File: src/logic/interval_timer_cfg.svh
// Offsets, field positions and reset values for the interval timer bus block.
// Assumes nothing; definitions only.
`ifndef INTERVAL_TIMER_CFG_SVH
`define INTERVAL_TIMER_CFG_SVH
`define PORT_CNT0 2'h0
`define PORT_CNT1 2'h1
`define PORT_CNT2 2'h2
`define PORT_CONFIG 2'h3
`define CW_SC_HI 7
`define CW_SC_LO 6
`define CW_RW_HI 5
`define CW_RW_LO 4
`define CW_MODE_HI 3
`define CW_MODE_LO 1
`define CW_BCD 0
`define SC_READBACK 2'h3
`define RB_NOCOUNT 5
`define RB_NOSTATUS 4
`define CW_RESET 6'h00
`define CNT_RESET 16'h0000
`endif

File: src/logic/interval_timer_pkg.sv
// Types shared by the interval timer bus block.
// Assumes the configuration header for numeric constants.
`default_nettype none
package interval_timer_pkg;
  typedef enum logic [1:0] {
    ACC_LATCH = 2'h0,
    ACC_LSB = 2'h1,
    ACC_MSB = 2'h2,
    ACC_WORD = 2'h3
  } access_e;
endpackage : interval_timer_pkg
`default_nettype wire

File: src/logic/interval_timer_bus_and_counters.sv
// Host bus, configuration word and three 16-bit down counters of an interval timer.
// Assumes host strobes synchronous to mclk; counter clock and gate pins are asynchronous.
// Contract
// - Strobes act only while the active-low chip select is low.
// - Address 00,01,10 pick counters 0..2; 11 picks configuration word.
// - Data bus is driven only during a selected read.
// - Write to address 11 stores and interprets a configuration command.
// - Configuration word is write-only; seen only via latched status.
// - Three identical counters, each independently configured.
// - Each counter is a 16-bit presettable down counter on its own clock.
// - Count is read through high and low byte output latches.
// - Latched status holds configuration, output level and null count flag.
// - Each counter has its own gate, clock and output pins.
// - Output latches track until latch command, hold until read, then resume.
// - Count bytes held, loaded both at once; cleared on reprogramming.
`timescale 1ns/1ns
`default_nettype none
`include "interval_timer_cfg.svh"
module interval_timer_bus_and_counters #(
  parameter int NUM_COUNTERS = 3
) (
  input wire logic mclk, // System clock
  input wire logic rst, // Synchronous reset
  input wire logic chipSelect_n, // Chip select, active low
  input wire logic readStrobe_n, // Read strobe, active low
  input wire logic writeStrobe_n, // Write strobe, active low
  input wire logic [1:0] port_select_bits, // Port address
  input wire logic [7:0] hostDataIn, // Data bus input
  output logic [7:0] hostDataOut, // Data bus output
  output logic hostDataOe, // Data bus drive enable
  input wire logic [2:0] cntClk, // Counter clock pins
  input wire logic [2:0] cntGate, // Counter gate pins
  output logic [2:0] cntOut // Counter output pins
);
  if (NUM_COUNTERS != 3) begin : g_bad_count
    $error("NUM_COUNTERS must be 3");
  end

  // ==========================================================
  // Strobe qualification and edge detection
  logic rdLevel;
  logic wrLevel;
  logic rdPrev_r;
  logic wrPrev_r;
  logic rdEnd;
  logic wrEnd;
  assign rdLevel = !chipSelect_n && !readStrobe_n;
  assign wrLevel = !chipSelect_n && !writeStrobe_n;

  always_ff @(posedge mclk) begin
    if (rst) begin
      rdPrev_r <= 1'b0;
      wrPrev_r <= 1'b0;
    end else begin
      rdPrev_r <= rdLevel;
      wrPrev_r <= wrLevel;
    end
  end
  // Act once per access, on the trailing edge
  assign rdEnd = rdPrev_r && !rdLevel;
  assign wrEnd = wrPrev_r && !wrLevel;

  logic [1:0] addrHold_r;
  logic [7:0] dataHold_r;
  always_ff @(posedge mclk) begin
    if (rst) begin
      addrHold_r <= 2'h0;
      dataHold_r <= 8'h00;
    end else if (rdLevel || wrLevel) begin
      addrHold_r <= port_select_bits;
      dataHold_r <= hostDataIn;
    end
  end

  logic cfgWrite;
  logic isReadback;
  assign cfgWrite = wrEnd && (addrHold_r == `PORT_CONFIG);
  assign isReadback = dataHold_r[`CW_SC_HI:`CW_SC_LO] == `SC_READBACK;

  // ==========================================================
  // Counters
  logic [7:0] readByte [3];
  logic [2:0] readDone;

  genvar gi;
  generate
    for (gi = 0; gi < 3; gi++) begin : g_cnt
      logic [2:0] clkSync_r;
      logic [1:0] gateSync_r;
      logic clkRise;
      logic [5:0] cw_r;
      logic [15:0] ce_r;
      logic [15:0] ol_r;
      logic [15:0] count_load_register;
      logic latched_r;
      logic msbNext_r;
      logic wrMsbNext_r;
      logic loadPend_r;
      logic nullCount_r;
      logic outLvl_r;
      logic [7:0] status_r;
      logic statusLatched_r;
      logic sel;
      logic rbSel;
      logic progCmd;
      logic latchCmd;
      logic cntWrite;
      interval_timer_pkg::access_e acc;

      assign sel = dataHold_r[`CW_SC_HI:`CW_SC_LO] == 2'(gi);
      assign rbSel = isReadback && dataHold_r[gi + 1];
      assign progCmd = cfgWrite && sel && (dataHold_r[`CW_RW_HI:`CW_RW_LO] != 2'h0);
      assign latchCmd = cfgWrite && ((sel && dataHold_r[`CW_RW_HI:`CW_RW_LO] == 2'h0)
                        || (rbSel && !dataHold_r[`RB_NOCOUNT]));
      assign cntWrite = wrEnd && (addrHold_r == 2'(gi));
      assign readDone[gi] = rdEnd && (addrHold_r == 2'(gi));
      assign acc = interval_timer_pkg::access_e'(cw_r[5:4]);

      always_ff @(posedge mclk) begin
        if (rst) begin
          clkSync_r <= 3'h0;
          gateSync_r <= 2'h0;
        end else begin
          clkSync_r <= {clkSync_r[1:0], cntClk[gi]};
          gateSync_r <= {gateSync_r[0], cntGate[gi]};
        end
      end
      assign clkRise = clkSync_r[1] && !clkSync_r[2];

      // Configuration held internally, never read back directly
      always_ff @(posedge mclk) begin
        if (rst) begin
          cw_r <= `CW_RESET;
        end else if (progCmd) begin
          cw_r <= dataHold_r[5:0];
        end
      end

      // Count register writes, cleared on reprogramming
      always_ff @(posedge mclk) begin
        if (rst) begin
          count_load_register <= `CNT_RESET;
          wrMsbNext_r <= 1'b0;
          loadPend_r <= 1'b0;
        end else if (progCmd) begin
          count_load_register <= `CNT_RESET;
          wrMsbNext_r <= 1'b0;
          loadPend_r <= 1'b0;
        end else begin
          if (cntWrite) begin
            unique case (acc)
              interval_timer_pkg::ACC_LSB: begin
                count_load_register[7:0] <= dataHold_r;
                loadPend_r <= 1'b1;
              end
              interval_timer_pkg::ACC_MSB: begin
                count_load_register[15:8] <= dataHold_r;
                loadPend_r <= 1'b1;
              end
              interval_timer_pkg::ACC_WORD: begin
                if (wrMsbNext_r) begin
                  count_load_register[15:8] <= dataHold_r;
                  loadPend_r <= 1'b1;
                end else begin
                  count_load_register[7:0] <= dataHold_r;
                end
                wrMsbNext_r <= !wrMsbNext_r;
              end
              interval_timer_pkg::ACC_LATCH: begin
              end
            endcase
          end else if (clkRise && loadPend_r) begin
            loadPend_r <= 1'b0;
          end
        end
      end

      // Down counter on own clock, gate enables
      always_ff @(posedge mclk) begin
        if (rst) begin
          ce_r <= `CNT_RESET;
        end else if (clkRise) begin
          if (loadPend_r) begin
            ce_r <= count_load_register;
          end else if (gateSync_r[1]) begin
            ce_r <= ce_r - 16'h0001;
          end
        end
      end

      // Null count set on count write, cleared when loaded; a new write wins
      always_ff @(posedge mclk) begin
        if (rst) begin
          nullCount_r <= 1'b1;
        end else if (progCmd || cntWrite) begin
          nullCount_r <= 1'b1;
        end else if (clkRise && loadPend_r) begin
          nullCount_r <= 1'b0;
        end
      end

      // Output pin: high while counter is at zero and no count is pending
      always_ff @(posedge mclk) begin
        if (rst) begin
          outLvl_r <= 1'b0;
        end else begin
          outLvl_r <= (ce_r == 16'h0000) && !nullCount_r;
        end
      end
      assign cntOut[gi] = outLvl_r;

      // Output latch follows until latched, released after read
      always_ff @(posedge mclk) begin
        if (rst) begin
          ol_r <= `CNT_RESET;
          latched_r <= 1'b0;
        end else if (latchCmd && !latched_r) begin
          latched_r <= 1'b1;
        end else if (!latched_r) begin
          ol_r <= ce_r;
        end else if (readDone[gi] && !statusLatched_r && (acc != interval_timer_pkg::ACC_WORD
                     || msbNext_r)) begin
          latched_r <= 1'b0;
        end
      end

      always_ff @(posedge mclk) begin
        if (rst) begin
          status_r <= 8'h00;
          statusLatched_r <= 1'b0;
        end else if (cfgWrite && rbSel && !dataHold_r[`RB_NOSTATUS] && !statusLatched_r) begin
          status_r <= {outLvl_r, nullCount_r, cw_r};
          statusLatched_r <= 1'b1;
        end else if (progCmd || readDone[gi]) begin
          statusLatched_r <= 1'b0;
        end
      end

      always_ff @(posedge mclk) begin
        if (rst) begin
          msbNext_r <= 1'b0;
        end else if (progCmd) begin
          msbNext_r <= 1'b0;
        end else if (readDone[gi] && !statusLatched_r && acc == interval_timer_pkg::ACC_WORD) begin
          msbNext_r <= !msbNext_r;
        end
      end

      always_comb begin
        if (statusLatched_r) begin
          readByte[gi] = status_r;
        end else if (acc == interval_timer_pkg::ACC_MSB
                     || (acc == interval_timer_pkg::ACC_WORD && msbNext_r)) begin
          readByte[gi] = ol_r[15:8];
        end else begin
          readByte[gi] = ol_r[7:0];
        end
      end
    end
  endgenerate

  // ==========================================================
  // Read data path
  // Drive only during a selected counter read
  always_ff @(posedge mclk) begin
    if (rst) begin
      hostDataOut <= 8'h00;
      hostDataOe <= 1'b0;
    end else begin
      hostDataOe <= rdLevel && (port_select_bits != `PORT_CONFIG);
      unique case (port_select_bits)
        `PORT_CNT0: hostDataOut <= readByte[0];
        `PORT_CNT1: hostDataOut <= readByte[1];
        `PORT_CNT2: hostDataOut <= readByte[2];
        `PORT_CONFIG: hostDataOut <= 8'h00;
      endcase
    end
  end
endmodule : interval_timer_bus_and_counters
`default_nettype wire

File: config.mk
export PLATFORM = sky130hd
export DESIGN_NAME = interval_timer_bus_and_counters
export DESIGN_NICKNAME = d
export VERILOG_FILES = /design/src/logic/interval_timer_pkg.sv /design/src/logic/interval_timer_bus_and_counters.sv
export VERILOG_INCLUDE_DIRS = /design/src /design/src/logic
export SDC_FILE = /design/constraint.sdc
export NUM_CORES = 1
export LEC_CHECK = 0
export BUFFER_PORTS_ARGS = -buffer_cell sky130_fd_sc_hd__buf_2
export CELL_PAD_IN_SITES_DETAIL_PLACEMENT = 1
export CELL_PAD_IN_SITES_GLOBAL_PLACEMENT = 2
export CORE_ASPECT_RATIO = 0.8
export CORE_MARGIN = 4
export CORE_UTILIZATION = 42
export CTS_CLUSTER_DIAMETER = 50
export DETAILED_ROUTE_END_ITERATION = 10
export PLACE_DENSITY = 0.82
export SETUP_SLACK_MARGIN = 0.02
export SYNTH_ARGS = -nofsm -noshare
export SYNTH_HDL_FRONTEND = slang
export SYNTH_SLANG_ARGS = --single-unit
File: constraint.sdc
create_clock -name mclk -period 3.3 [get_ports mclk]
set_input_delay 0 -clock mclk [delete_from_list [all_inputs] [get_ports mclk]]
set_output_delay 0 -clock mclk [all_outputs]
set_load 0.05 [all_outputs]
==> out/metrics.sh, run 1 <==
OUTCOME='complete, no violations'
TIMING.CRITICAL_PATH.ARRIVAL_NS=2.88
POSTSYNTHCELLCOUNT=1251
DRT-INITIAL-DRC-COUNT=645
FIN_UTIL_PCT=49.3
FINALNETCOUNT=1310
CTS.CLK_SLEW.WORST_PATHS_NS=0.06
SYN2LAYOUT_AREA_GROWTH_PCT=15.6
GRT_FIRST_PASS_WIRELENGTH_UM=53100
RR_ENDPOINT='g_cnt[0].ce_r[12]$_SDFFE_PP0P_'
SETUP_TNS_NS=0
CHIPHEIGHT_UM=151
FLOORPLAN.INITIALDENSITY_PCT=42.6
FF2FF_PATH_DEPTH=7
SYNTH_SEQ_CELLS=243
CP-ENDPOINT='g_cnt[0].ce_r[12]$_SDFFE_PP0P_'
TIGHTESTPINTRANSITION_NS=1.02
COUNT_OF_FINAL_HOLD_CHECK_VIOLATIONS=0
SYNTH-EDFF-COUNT=0
ACHIEVABLE-FREQUENCY_MHz=414
DIE-AREA_UM2=28300
DRCVIOLATIONCOUNT=0
CHIPWIDTH_UM=187
MAXIMUM_CAPACITANCE_VIOLATIONS=0
CTSROOTBUFFERMASTER='sky130_fd_sc_hd__clkbuf_16'
PERIOD_MINUS_SLACK_NS=2.42
IRDROPWORSTVDD_V=0.000447
CRITPATHREQUIREDTIME_NS=3.76
CRITICAL_PATH_START='g_cnt[0].ce_r[0]$_SDFFE_PP0P_'
WIRE_PER_INST_UM=20.7
FRACTION_OF_POST_SYNTHESIS_CELL_AREA_IN_THE_TOP_CELL_TYPE_BY_AREA_PCT=45.1
DETAIL-ROUTE-ANTENNA-NETS=0
LEAKAGE_uW=0.00494
MAPPEDNETLISTAREA_UM2=10800
WORST_R2R_STARTPOINT='g_cnt[0].ce_r[0]$_SDFFE_PP0P_'
COUNT_OF_TRITONROUTE_ITERATIONS_IN_THE_FIRST_ROUTING_PASS=5
CLOCK_PATH_BUFFERS=3
ROUTED_VIA_DENSITY=5.68
MIN_DELAY_PATH_DEPTH=4
FIN_SKEW_NS=0.0114
POST_ROUTE_CELLS_DRIVE_ABOVE_1_SHARE_PCT=10.4
SETUP_VIOLATIONS=0
DPL.HPWL_UM=22800
PLACEMENT_ROWS=52
TOTAL_SWITCHING_POWER_uW=1590
SWITCHING_SHARE_PCT=23.4
POWER.SEQUENTIAL.FRACTION_PCT=44.7
GPL.FINAL_WEIGHTED_CONGESTION=0.838
GRT_REMAINING_OVERFLOW=0
POST_SYNTH_NUM_CELL_TYPES=65
HOLD_PATH_CLASS='primary input to register'
WL_FINAL_UM=33600
SHARE_COMB_OF_TOTAL_POWER_PCT=5.5
YOSYS.AREA.TOP_TYPE='sky130_fd_sc_hd__dfxtp_1'
POST_SYNTH_MAIN_AREA_CONTRIBUTORS='sky130_fd_sc_hd__dfxtp_1, sky130_fd_sc_hd__mux2i_1, sky130_fd_sc_hd__nor2_1'
SEQUENTIAL_CELL_AREA_FRACTION_IN_THE_YOSYS_REPORT_PCT=45.1
IO-PIN-COUNT=33
SYN-MEAN-INSTANCE-AREA_UM2=8.62
CORE_AREA_UM2=25300
CTS_TREE='done'
PWR_DENSITY_CELL_nW_PER_UM2=546
CLKPWRFRAC_PCT=49.9
GRT_PASS1_VIAS=9049
WORST_SETUP_END_KIND='register'
CLK_LATENCY_NS=0.54
INTERNAL_POWER_uW=5210
VIAS=9218
GRT_USAGE_PCT=23.4
SLEW_HEADROOM_PCT=31.3
TIMING.HOLD.WORST.START='chipSelect_n'
GRT_ANTENNA_BEFORE_REPAIR=0
CRIT_PATH_KIND='register to register'
SETUP.REG_TO_REG.WORST_SLACK_NS=0.88
DIODES=0
H_TREE_LEVELS=1
RSZ0062_AT_GRT='no'
CTS.SINKS=243
TRITONCTS.NUM_BUFFERS=29
SYNTH_FLOP_CELL='sky130_fd_sc_hd__dfxtp_1'
SYNTH_WARNINGS=0
CRIT_FANOUT=7
CRIT_PATH_LAUNCH_TYPE='register'
GRT_MAX_DEGREE=107
LAYOUT_WORST_PATH_CYCLE_SHARE_PCT=73.2
WORST_HOLD_SLACK_NS=0.0492
PLACEMENT.IO_BUFFERS=32
SYNTHESIS.NETS=1284
PROPORTION_OF_REGISTER_BITS_WITH_ASYNCHRONOUS_SET_OR_RESET_AFTER_SYNTHESIS_PCT=0
FINAL_MAX_SLEW_VIOL_COUNT=0
==> cell usage in the layout, fill, tap and decap left out, types with 4 or more instances in the layout <==
cell type                       count
sky130_fd_sc_hd__a32oi_1            4
sky130_fd_sc_hd__nor3b_1            4
sky130_fd_sc_hd__nor2_1           219
sky130_fd_sc_hd__dfxtp_1          243
sky130_fd_sc_hd__bufinv_16          5
sky130_fd_sc_hd__or3_1              9
sky130_fd_sc_hd__nand3_1           12
sky130_fd_sc_hd__clkbuf_8           4
sky130_fd_sc_hd__a22oi_1           15
sky130_fd_sc_hd__a21o_1             6
sky130_fd_sc_hd__clkbuf_1           4
sky130_fd_sc_hd__clkinvlp_4         4
sky130_fd_sc_hd__and2_1             4
sky130_fd_sc_hd__nor2b_1           30
sky130_fd_sc_hd__dlygate4sd3_1     22
sky130_fd_sc_hd__or4_1              4
sky130_fd_sc_hd__a31oi_1            9
sky130_fd_sc_hd__or2_2              6
sky130_fd_sc_hd__a311oi_1           4
sky130_fd_sc_hd__o21ai_0           51
sky130_fd_sc_hd__ha_1              12
sky130_fd_sc_hd__o31ai_1            5
sky130_fd_sc_hd__inv_1             29
sky130_fd_sc_hd__a211oi_1          14
sky130_fd_sc_hd__mux2i_1          142
sky130_fd_sc_hd__buf_4             26
sky130_fd_sc_hd__xor2_1             6
sky130_fd_sc_hd__o22ai_1            9
sky130_fd_sc_hd__nor4_1            18
sky130_fd_sc_hd__o41ai_1            4
sky130_fd_sc_hd__buf_2             31
sky130_fd_sc_hd__nor3_1            32
sky130_fd_sc_hd__clkbuf_16         29
sky130_fd_sc_hd__nand2_1          104
sky130_fd_sc_hd__a21oi_1           79
sky130_fd_sc_hd__a221oi_1          12
sky130_fd_sc_hd__nand2b_1          20
==> metrics by stage <==
step | worst slack [ns] | std cells | total power (uW) | area (um^2)
2_1_floorplan | 1.14 | 1251 | 3320 | 10800
3_3_place_gp | 0.963 | 1548 | 3450 | 11200
3_5_place_dp | 0.904 | 1548 | 3450 | 11200
4_1_cts | 0.880 | 1622 | 6850 | 12500
5_1_grt | 0.663 | 1622 | 7030 | 12500
6_report | 0.884 | 1622 | 6800 | 12500
==> flip-flops by register name, summed over array words and instances (netlist names), 6 cells and up <==
name / flops
dataHold_r: 8
g_cnt.ce_r: 48
g_cnt.clkSync_r: 9
g_cnt.count_load_register: 48
g_cnt.cw_r: 18
g_cnt.gateSync_r: 6
g_cnt.ol_r: 48
g_cnt.status_r: 24
hostDataOut: 8
==> power groups by stage <==
stage	combinational [uW]	clock (uW)	sequential, uW
CTS	370	3450	3040
global route	410	3580	3040
floorplan	259	0	3070
finish	372	3390	3040
detailed placement	348	0	3100
global placement	344	0	3100
==> repair_timing <==
action	in CTS	in global routing
hold endpoints to repair	29	0
resized for setup	0	0
hold buffers	22	0
buffers inserted	0	0
==> synthesized netlist by cell type (all sizes together), types with 4 or more instances <==
library cell	count
clkbuf	61
or2	6
nor3	34
nor2	220
ha	12
nand2b	20
inv	29
nor4	19
a21o	6
a211oi	15
a21oi	81
a32oi	4
o31ai	5
dfxtp	243
nor2b	30
a311oi	4
a221oi	12
or3	12
buf	25
nand2	104
a22oi	15
and2	4
nor3b	6
o21ai	54
a31oi	11
nand3	12
xor2	6
o22ai	9
or4	7
mux2i	142
o41ai	4
==> how the worst min path moves through the flow <==
| stage | slack (ns) | to |
|---|---|---|
| global placement | 0.21 | g_cnt[1].gateSync_r[0]$_SDFF_PP0_ |
| global route | 0.09 | dataHold_r[3]$_SDFFE_PP0P_ |
| finish | 0.05 | dataHold_r[1]$_SDFFE_PP0P_ |
| detailed placement | 0.22 | g_cnt[2].clkSync_r[0]$_SDFF_PP0_ |
| floorplan | 0.08 | wrPrev_r$_SDFF_PP0_ |
| CTS | 0.04 | addrHold_r[1]$_SDFFE_PP0P_ |
==> kinds of logic (layout without fill, tap and decap cells) <==
logic type | count (synthesis) | after routing | share of synthesized area (%)
fa+ha+maj | 12 | 12 | 1.39
simple gates | 485 | 485 | 20.8
xor+xnor | 6 | 6 | 0.487
flops | 243 | 243 | 45.1
mux | 144 | 144 | 13.4
compound gates | 246 | 246 | 14.4
buf+inv | 115 | 162 | 4.42
==> per-layer routing <==
layer | track usage, % | part of all wire (%) | vias up
li1 | - | - | 4433
met5 | 0 | 0 | -
met4 | 5.10 | 2.1 | 0
met2 | 36.0 | 42 | 205
met1 | 35.0 | 51 | 4532
met3 | 3.11 | 4.9 | 48
==> layout make-up <==
cell class	count	area (um^2)
Fill cell	2949	12800
Sequential cell	243	4860
Tap cell	324	405
Clock inverter	15	221
Inverter	29	109
Timing Repair Buffer	81	602
Multi-Input combinational cell	893	5470
Clock buffer	37	796
==> critical path, cell delays in order, from the launching register on <==
cell	delay, ns
sky130_fd_sc_hd__dfxtp_1	0.36
sky130_fd_sc_hd__inv_1	0.08
sky130_fd_sc_hd__ha_1	0.22
sky130_fd_sc_hd__or4b_2	0.65
sky130_fd_sc_hd__nor3_1	0.30
sky130_fd_sc_hd__nand3_1	0.19
sky130_fd_sc_hd__or2_2	0.35
sky130_fd_sc_hd__a41oi_1	0.19
Power figures use the tool's default switching activity.
==> run 2: changes to the inputs <==
--- a/config.mk
+++ b/config.mk
@@ -11,10 +11,10 @@
 export CELL_PAD_IN_SITES_GLOBAL_PLACEMENT = 2
 export CORE_ASPECT_RATIO = 0.8
 export CORE_MARGIN = 4
-export CORE_UTILIZATION = 42
+export CORE_UTILIZATION = 35
 export CTS_CLUSTER_DIAMETER = 50
 export DETAILED_ROUTE_END_ITERATION = 10
-export PLACE_DENSITY = 0.82
+export PLACE_DENSITY = 0.73
 export SETUP_SLACK_MARGIN = 0.02
 export SYNTH_ARGS = -nofsm -noshare
 export SYNTH_HDL_FRONTEND = slang
==> constraint.sdc (replaced) <==
create_clock -name mclk -period 1.95 [get_ports mclk]
set_input_delay 0 -clock mclk [delete_from_list [all_inputs] [get_ports mclk]]
set_output_delay 0 -clock mclk [all_outputs]
set_load 0.05 [all_outputs]
==> run 2 against run 1 <==
The flow now finishes with violations (negative setup slack). Global-route usage shrank 1.8 points. Cell count grew 13%. Maximum frequency grew 14%. Hold slack gained 0.060 ns. Sequential cell count is the same. Core utilization shrank 2.8 points. Setup slack lost 1.0 ns. Register-to-register slack lost 1.0 ns. Die area grew 19%. Clock skew is essentially flat. Via count grew 4.6%. Sequential share of layout area shrank 4.5 points.
==> out/metrics.sh, run 2 (synthesis results as in run 1) <==
CTS.SINKS=243
POWER.SEQUENTIAL.FRACTION_PCT=39.9
GRT_MAX_DEGREE=59
TRITONCTS.NUM_BUFFERS=36
GRT_FIRST_PASS_WIRELENGTH_UM=57500
FIN_UTIL_PCT=46.4
DRT-INITIAL-DRC-COUNT=475
POST_ROUTE_CELLS_DRIVE_ABOVE_1_SHARE_PCT=20.2
SLOWEST_STAGE='sky130_fd_sc_hd__or4_4'
DIODES=0
PWR_DENSITY_CELL_nW_PER_UM2=908
CLK_LATENCY_NS=0.51
DIE-AREA_UM2=33700
FAILED_CHECKS='negative setup slack'
GRT_ANTENNA_BEFORE_REPAIR=1
SLEW_HEADROOM_PCT=43.8
MAXIMUM_CAPACITANCE_VIOLATIONS=0
PLACEMENT.IO_BUFFERS=32
TIGHTESTPINTRANSITION_NS=0.839
GRT_PASS1_VIAS=9827
IO-PIN-COUNT=33
DRCVIOLATIONCOUNT=0
COUNT_OF_FINAL_HOLD_CHECK_VIOLATIONS=0
GRT_USAGE_PCT=21.6
SYN2LAYOUT_AREA_GROWTH_PCT=30.8
CTSROOTBUFFERMASTER='sky130_fd_sc_hd__clkbuf_16'
TOTAL_SWITCHING_POWER_uW=2980
LAYOUT_TOP_REGISTERS='g_cnt.ce_r x48, g_cnt.count_load_register x48, g_cnt.ol_r x48'
FINALNETCOUNT=1425
LEAKAGE_uW=0.00573
FINAL_COMMON_CELL='sky130_fd_sc_hd__dfxtp_1'
WL_FINAL_UM=36400
ROUTED_VIA_DENSITY=5.27
IRDROPWORSTVDD_V=0.000601
GRT_REMAINING_OVERFLOW=0
FIN_SKEW_NS=0.0109
COUNT_OF_TRITONROUTE_ITERATIONS_IN_THE_FIRST_ROUTING_PASS=5
CRIT_PATH_LAUNCH_TYPE='register'
SETUP_VIOLATIONS=4
HOLD_PATH_CLASS='primary input to register'
LAYOUT_WORST_PATH_CYCLE_SHARE_PCT=108
FILLCELLCOUNT=3505
FINAL_CRITICAL_PATH_SETUP_SLACK_NS=-0.161
CRITPATHREQUIREDTIME_NS=2.33
SHARE_COMB_OF_TOTAL_POWER_PCT=6.8
COMMONEST_NON_FILL_NON_TAP_CELLS_IN_THE_LAYOUT='sky130_fd_sc_hd__dfxtp_1, sky130_fd_sc_hd__nor2_1, sky130_fd_sc_hd__mux2i_1, sky130_fd_sc_hd__buf_4, sky130_fd_sc_hd__nand2_1'
WIRE_PER_INST_UM=19.9
CLKPWRFRAC_PCT=53.3
CTS_TREE='done'
RSZ0062_AT_GRT='yes'
VIAS=9640
CRIT_FANOUT=2
CHIPWIDTH_UM=204
CTS.CLK_SLEW.WORST_PATHS_NS=0.06
CLOCK_PATH_BUFFERS=3
CRIT_CHAIN='or4_4 > or4_4 > or4_4 > mux2i_1 > a31oi_1'
SWITCHING_SHARE_PCT=23.3
TIMING.CRITICAL_PATH.ARRIVAL_NS=2.49
CRIT_PATH_MAX_INCR_DELAY_NS=0.54
PLACEMENT_ROWS=57
WORST_SETUP_END_KIND='register'
FLOORPLAN.INITIALDENSITY_PCT=35.5
CHIPHEIGHT_UM=165
DETAIL-ROUTE-ANTENNA-NETS=0
PERIOD_MINUS_SLACK_NS=2.11
WORST_HOLD_SLACK_NS=0.110
ACHIEVABLE-FREQUENCY_MHz=474
INTERNAL_POWER_uW=9830
CRIT_TOP_CELL='sky130_fd_sc_hd__or4_4'
CRIT_PATH_KIND='register to register'
FINAL_MAX_SLEW_VIOL_COUNT=0
GPL.FINAL_WEIGHTED_CONGESTION=0.830
CORE_AREA_UM2=30400
OUTCOME='finished with violations'
H_TREE_LEVELS=2
DPL.HPWL_UM=25200
==> run 2: cell count changes in the layout (fill, tap and decap cells not counted), sizes merged, moves of 4 or more <==
cell	delta
buf	+96
clkbuf	+8
dlygate4sd3	+12
clkinv	+4
==> run 2: metal layers <==
layer  global-route usage (%)  vias up  share of wire [%]
li1                         -     4686                  -
met1                     31.7     4757                 51
met2                     33.8      152                 44
met3                     3.14       43                3.8
met4                     4.81        2                1.4
met5                        0        -              0.036
==> run 2: through the flow <==
step / power, uW / setup TNS [ns] / setup WS [ns] / cells / area [um^2]
2_1_floorplan: 5630 / -0.986 / -0.203 / 1251 / 10800
3_3_place_gp: 5930 / -0.123 / -0.121 / 1727 / 12100
3_5_place_dp: 5950 / -0.429 / -0.164 / 1727 / 12100
4_1_cts: 12900 / -0.161 / -0.156 / 1825 / 13800
5_1_grt: 13300 / -0.569 / -0.219 / 1830 / 14100
6_report: 12800 / -0.258 / -0.161 / 1830 / 14100
==> run 2: power groups by stage <==
| stage | Sequential [uW] | Combinational, uW | Clock, uW |
|---|---|---|---|
| final | 5110 | 871 | 6840 |
| after detailed placement | 5210 | 739 | 0 |
| after global routing | 5110 | 946 | 7230 |
| after CTS | 5110 | 816 | 6990 |
| after floorplan | 5190 | 441 | 0 |
| after global placement | 5210 | 723 | 0 |
==> run 2: timing repair <==
action / CTS / global route
pin swaps: 1 / 15
resized for setup: 8 / 55
setup buffers: 0 / 5
cloned: 0 / 0
hold buffers: 35 / 0
endpoints found under the setup margin: 10 / 80
hold endpoints to repair: 53 / 0
==> run 2: worst paths after layout <==
check / cells after the start / slack [ns] / startpoint / end
max: 5 / -0.16 / g_cnt[1].ce_r[2]$_SDFFE_PP0P_ / g_cnt[1].ce_r[15]$_SDFFE_PP0P_
min: 5 / 0.11 / chipSelect_n / addrHold_r[1]$_SDFFE_PP0P_
max reg2reg: 5 / -0.16 / g_cnt[1].ce_r[2]$_SDFFE_PP0P_ / g_cnt[1].ce_r[15]$_SDFFE_PP0P_
min reg2reg: 1 / 0.43 / g_cnt[2].gateSync_r[0]$_SDFF_PP0_ / g_cnt[2].gateSync_r[1]$_SDFF_PP0_
==> run 2: worst max-delay path, delay by kind of cell (launching register included) <==
| kind | cells | cell delay (ns) |
|---|---|---|
| and+or+nand+nor | 3 | 1.41 |
| DFF | 1 | 0.32 |
| muxes | 1 | 0.16 |
| AOI/OAI and AO/OA | 1 | 0.09 |
==> run 2: cell type report <==
cell class / instances / area [um^2] / area share (%)
clock buffers: 45 / 996 / 7.06
clock inverters: 18 / 262 / 1.85
repair buffers: 189 / 1600 / 11.3
inverters: 29 / 109 / 0.772
flip-flops and latches: 243 / 4870 / 34.6
well taps: 413 / 517 / 3.66
multi-input cells: 893 / 5750 / 40.8
==> run 3: changes to the inputs <==
--- a/config.mk
+++ b/config.mk
@@ -14,7 +14,7 @@
 export CORE_UTILIZATION = 35
 export CTS_CLUSTER_DIAMETER = 50
 export DETAILED_ROUTE_END_ITERATION = 10
-export PLACE_DENSITY = 0.73
+export PLACE_DENSITY = 0.75
 export SETUP_SLACK_MARGIN = 0.02
 export SYNTH_ARGS = -nofsm -noshare
 export SYNTH_HDL_FRONTEND = slang
==> run 3 against run 2 <==
The flow still finishes with violations (negative setup slack). Cell count down 0.16%. Clock skew up 0.0021 ns. Die area unchanged. Sequential cell count is the same. Clock-buffer cell count shrank 5. Register-to-register slack worse by 0.02 ns. Setup slack worse by 0.020 ns. Global-route usage is 0.37 points lower. Wire length is 1.4% lower. Critical path type unchanged. Largest cell class unchanged. Highest routed layer is now met4.
==> out/metrics.sh, run 3 (synthesis results as in run 1) <==
OUTCOME='finished with violations'
FAILED_CHECKS='negative setup slack'
LEAKAGE_uW=0.00561
VIAS=9582
DIE-AREA_UM2=33700
IRDROPWORSTVDD_V=0.000678
PLACEMENT.IO_BUFFERS=32
FINAL_CRITICAL_PATH_SETUP_SLACK_NS=-0.181
H_TREE_LEVELS=1
WORST_SETUP_END_KIND='register'
DIODES=0
CRIT_PATH_MAX_INCR_DELAY_NS=0.53
SLEW_HEADROOM_PCT=45.7
DPL.CELL_COUNT=1730
PLACEMENT_ROWS=57
FLOORPLAN.INITIALDENSITY_PCT=35.5
FINAL_MAX_SLEW_VIOL_COUNT=0
TIMING.CRITICAL_PATH.ARRIVAL_NS=2.54
CTS.CLK_SLEW.WORST_PATHS_NS=0.06
COUNT_OF_FINAL_HOLD_CHECK_VIOLATIONS=0
CRIT_CHAIN='or4_4 > or4_4 > or4_4 > mux2i_1 > a31oi_1'
GPL.FINAL_WEIGHTED_CONGESTION=0.826
DRT-INITIAL-DRC-COUNT=465
GRT_REMAINING_OVERFLOW=0
COUNT_OF_TRITONROUTE_ITERATIONS_IN_THE_FIRST_ROUTING_PASS=5
CRITICAL_PATH.TOP_DELAY_FAMILY='simple AND/OR/NAND/NOR gates'
SLOWEST_STAGE='sky130_fd_sc_hd__or4_4'
WL_FINAL_UM=35900
CHIPWIDTH_UM=204
TIGHTESTPINTRANSITION_NS=0.811
COMMONEST_NON_FILL_NON_TAP_CELLS_IN_THE_LAYOUT='sky130_fd_sc_hd__dfxtp_1, sky130_fd_sc_hd__nor2_1, sky130_fd_sc_hd__mux2i_1, sky130_fd_sc_hd__buf_4, sky130_fd_sc_hd__nand2_1'
REGISTER_AREA_UM2=4870
SYN2LAYOUT_AREA_GROWTH_PCT=28.4
CLOCK_PATH_BUFFERS=3
CHIPHEIGHT_UM=165
GRT_ANTENNA_BEFORE_REPAIR=0
ROUTED_VIA_DENSITY=5.24
GRT_FIRST_PASS_WIRELENGTH_UM=56900
CLK_LATENCY_NS=0.56
SETUP_TNS_NS=-0.181
LAYOUT_TOP_REGISTERS='g_cnt.ce_r x48, g_cnt.count_load_register x48, g_cnt.ol_r x48'
CP.BUFFERS_INVERTERS=0
FILLCELLCOUNT=3548
DETAIL-ROUTE-ANTENNA-NETS=0
FIN_UTIL_PCT=45.6
CRITPATHREQUIREDTIME_NS=2.36
CTS_TREE='done'
PERIOD_MINUS_SLACK_NS=2.13
FINAL_COMMON_CELL='sky130_fd_sc_hd__dfxtp_1'
CRIT_TOP_CELL='sky130_fd_sc_hd__or4_4'
CRIT_FANOUT=2
WIRE_PER_INST_UM=19.6
POST_ROUTE_CELLS_DRIVE_ABOVE_1_SHARE_PCT=19.8
IO-PIN-COUNT=33
HOLD_PATH_CLASS='primary input to register'
FIN_CELLS=1827
TRITONCTS.NUM_BUFFERS=31
LAYOUT_WORST_PATH_CYCLE_SHARE_PCT=109
CTSROOTBUFFERMASTER='sky130_fd_sc_hd__clkbuf_16'
WORST_HOLD_SLACK_NS=0.0427
CORE_AREA_UM2=30400
PWR_DENSITY_CELL_nW_PER_UM2=839
CTS.SINKS=243
RSZ0062_AT_GRT='yes'
FINALNETCOUNT=1424
FIN_SKEW_NS=0.0130
CRIT_PATH_LAUNCH_TYPE='register'
GRT_USAGE_PCT=21.2
CRIT_PATH_KIND='register to register'
MULTI_INPUT_GATE_AREA_UM2=5700
DRCVIOLATIONCOUNT=0
DPL.HPWL_UM=25300
SETUP_VIOLATIONS=1
MAXIMUM_CAPACITANCE_VIOLATIONS=0
ACHIEVABLE-FREQUENCY_MHz=469
GRT_MAX_DEGREE=54
GRT_PASS1_VIAS=9861
==> run 3: cell types whose count changed in the layout (fill, tap and decap cells not counted), sizes merged <==
cell,change
clkinv,+2
bufinv,-5
buf,+5
inv,+1
dlygate4sd3,-1
clkbuf,-5
==> run 3: per-layer routing <==
metal	up-vias	wire length, um	global-route usage [%]
met5	-	0	0
met4	0	713	4.26
met3	45	1090	2.59
met2	120	16200	34.6
met1	4744	17800	30.5
li1	4673	-	-
==> run 3: final timing paths <==
| check | slack [ns] | cells past startpoint | to | start |
|---|---|---|---|---|
| worst max-delay path | -0.18 | 5 | g_cnt[1].ce_r[15]$_SDFFE_PP0P_ | g_cnt[1].ce_r[2]$_SDFFE_PP0P_ |
| worst min-delay path | 0.04 | 5 | dataHold_r[1]$_SDFFE_PP0P_ | chipSelect_n |
| worst min register to register | 0.44 | 1 | g_cnt[1].gateSync_r[1]$_SDFF_PP0_ | g_cnt[1].gateSync_r[0]$_SDFF_PP0_ |
| worst max register to register | -0.18 | 5 | g_cnt[1].ce_r[15]$_SDFFE_PP0P_ | g_cnt[1].ce_r[2]$_SDFFE_PP0P_ |
==> run 3: tightest hold or removal path: stages <==
cell and delay, ns:
sky130_fd_sc_hd__buf_2 0.16, sky130_fd_sc_hd__a21oi_1 0.06, sky130_fd_sc_hd__buf_4 0.15, sky130_fd_sc_hd__nand2_1 0.06
sky130_fd_sc_hd__a21oi_1 0.08
==> run 3: stage by stage <==
stage          cell area, um^2  power [uW]  setup slack (ns)
2_1_floorplan            10800        5630            -0.203
3_3_place_gp             12200        5940            -0.109
3_5_place_dp             12200        5960            -0.178
4_1_cts                  13600       11700            -0.181
5_1_grt                  13800       12100            -0.227
6_report                 13800       11600            -0.181
==> run 3: what timing repair did <==
| item | in CTS | in global routing |
|---|---|---|
| hold endpoints to repair | 46 | 0 |
| pin swaps | 1 | 7 |
| resized for setup | 7 | 42 |
| setup buffers | 0 | 8 |
| endpoints found under the setup margin | 9 | 36 |
| hold buffers | 33 | 0 |
==> run 3: power breakdown <==
group / total [uW] / switching [uW] / internal, uW
clock: 5650 / 2300 / 3350
combinational: 857 / 477 / 380
sequential: 5110 / 73.7 / 5030
==> run 3: cell type report <==
cell class,instances,share of cell area (%)
Multi-Input combinational cell,893,41.2
Sequential cell,243,35.2
Timing Repair Buffer,193,11.7
Clock buffer,40,6.43
Tap cell,413,3.73
Clock inverter,16,0.976
Inverter,29,0.786
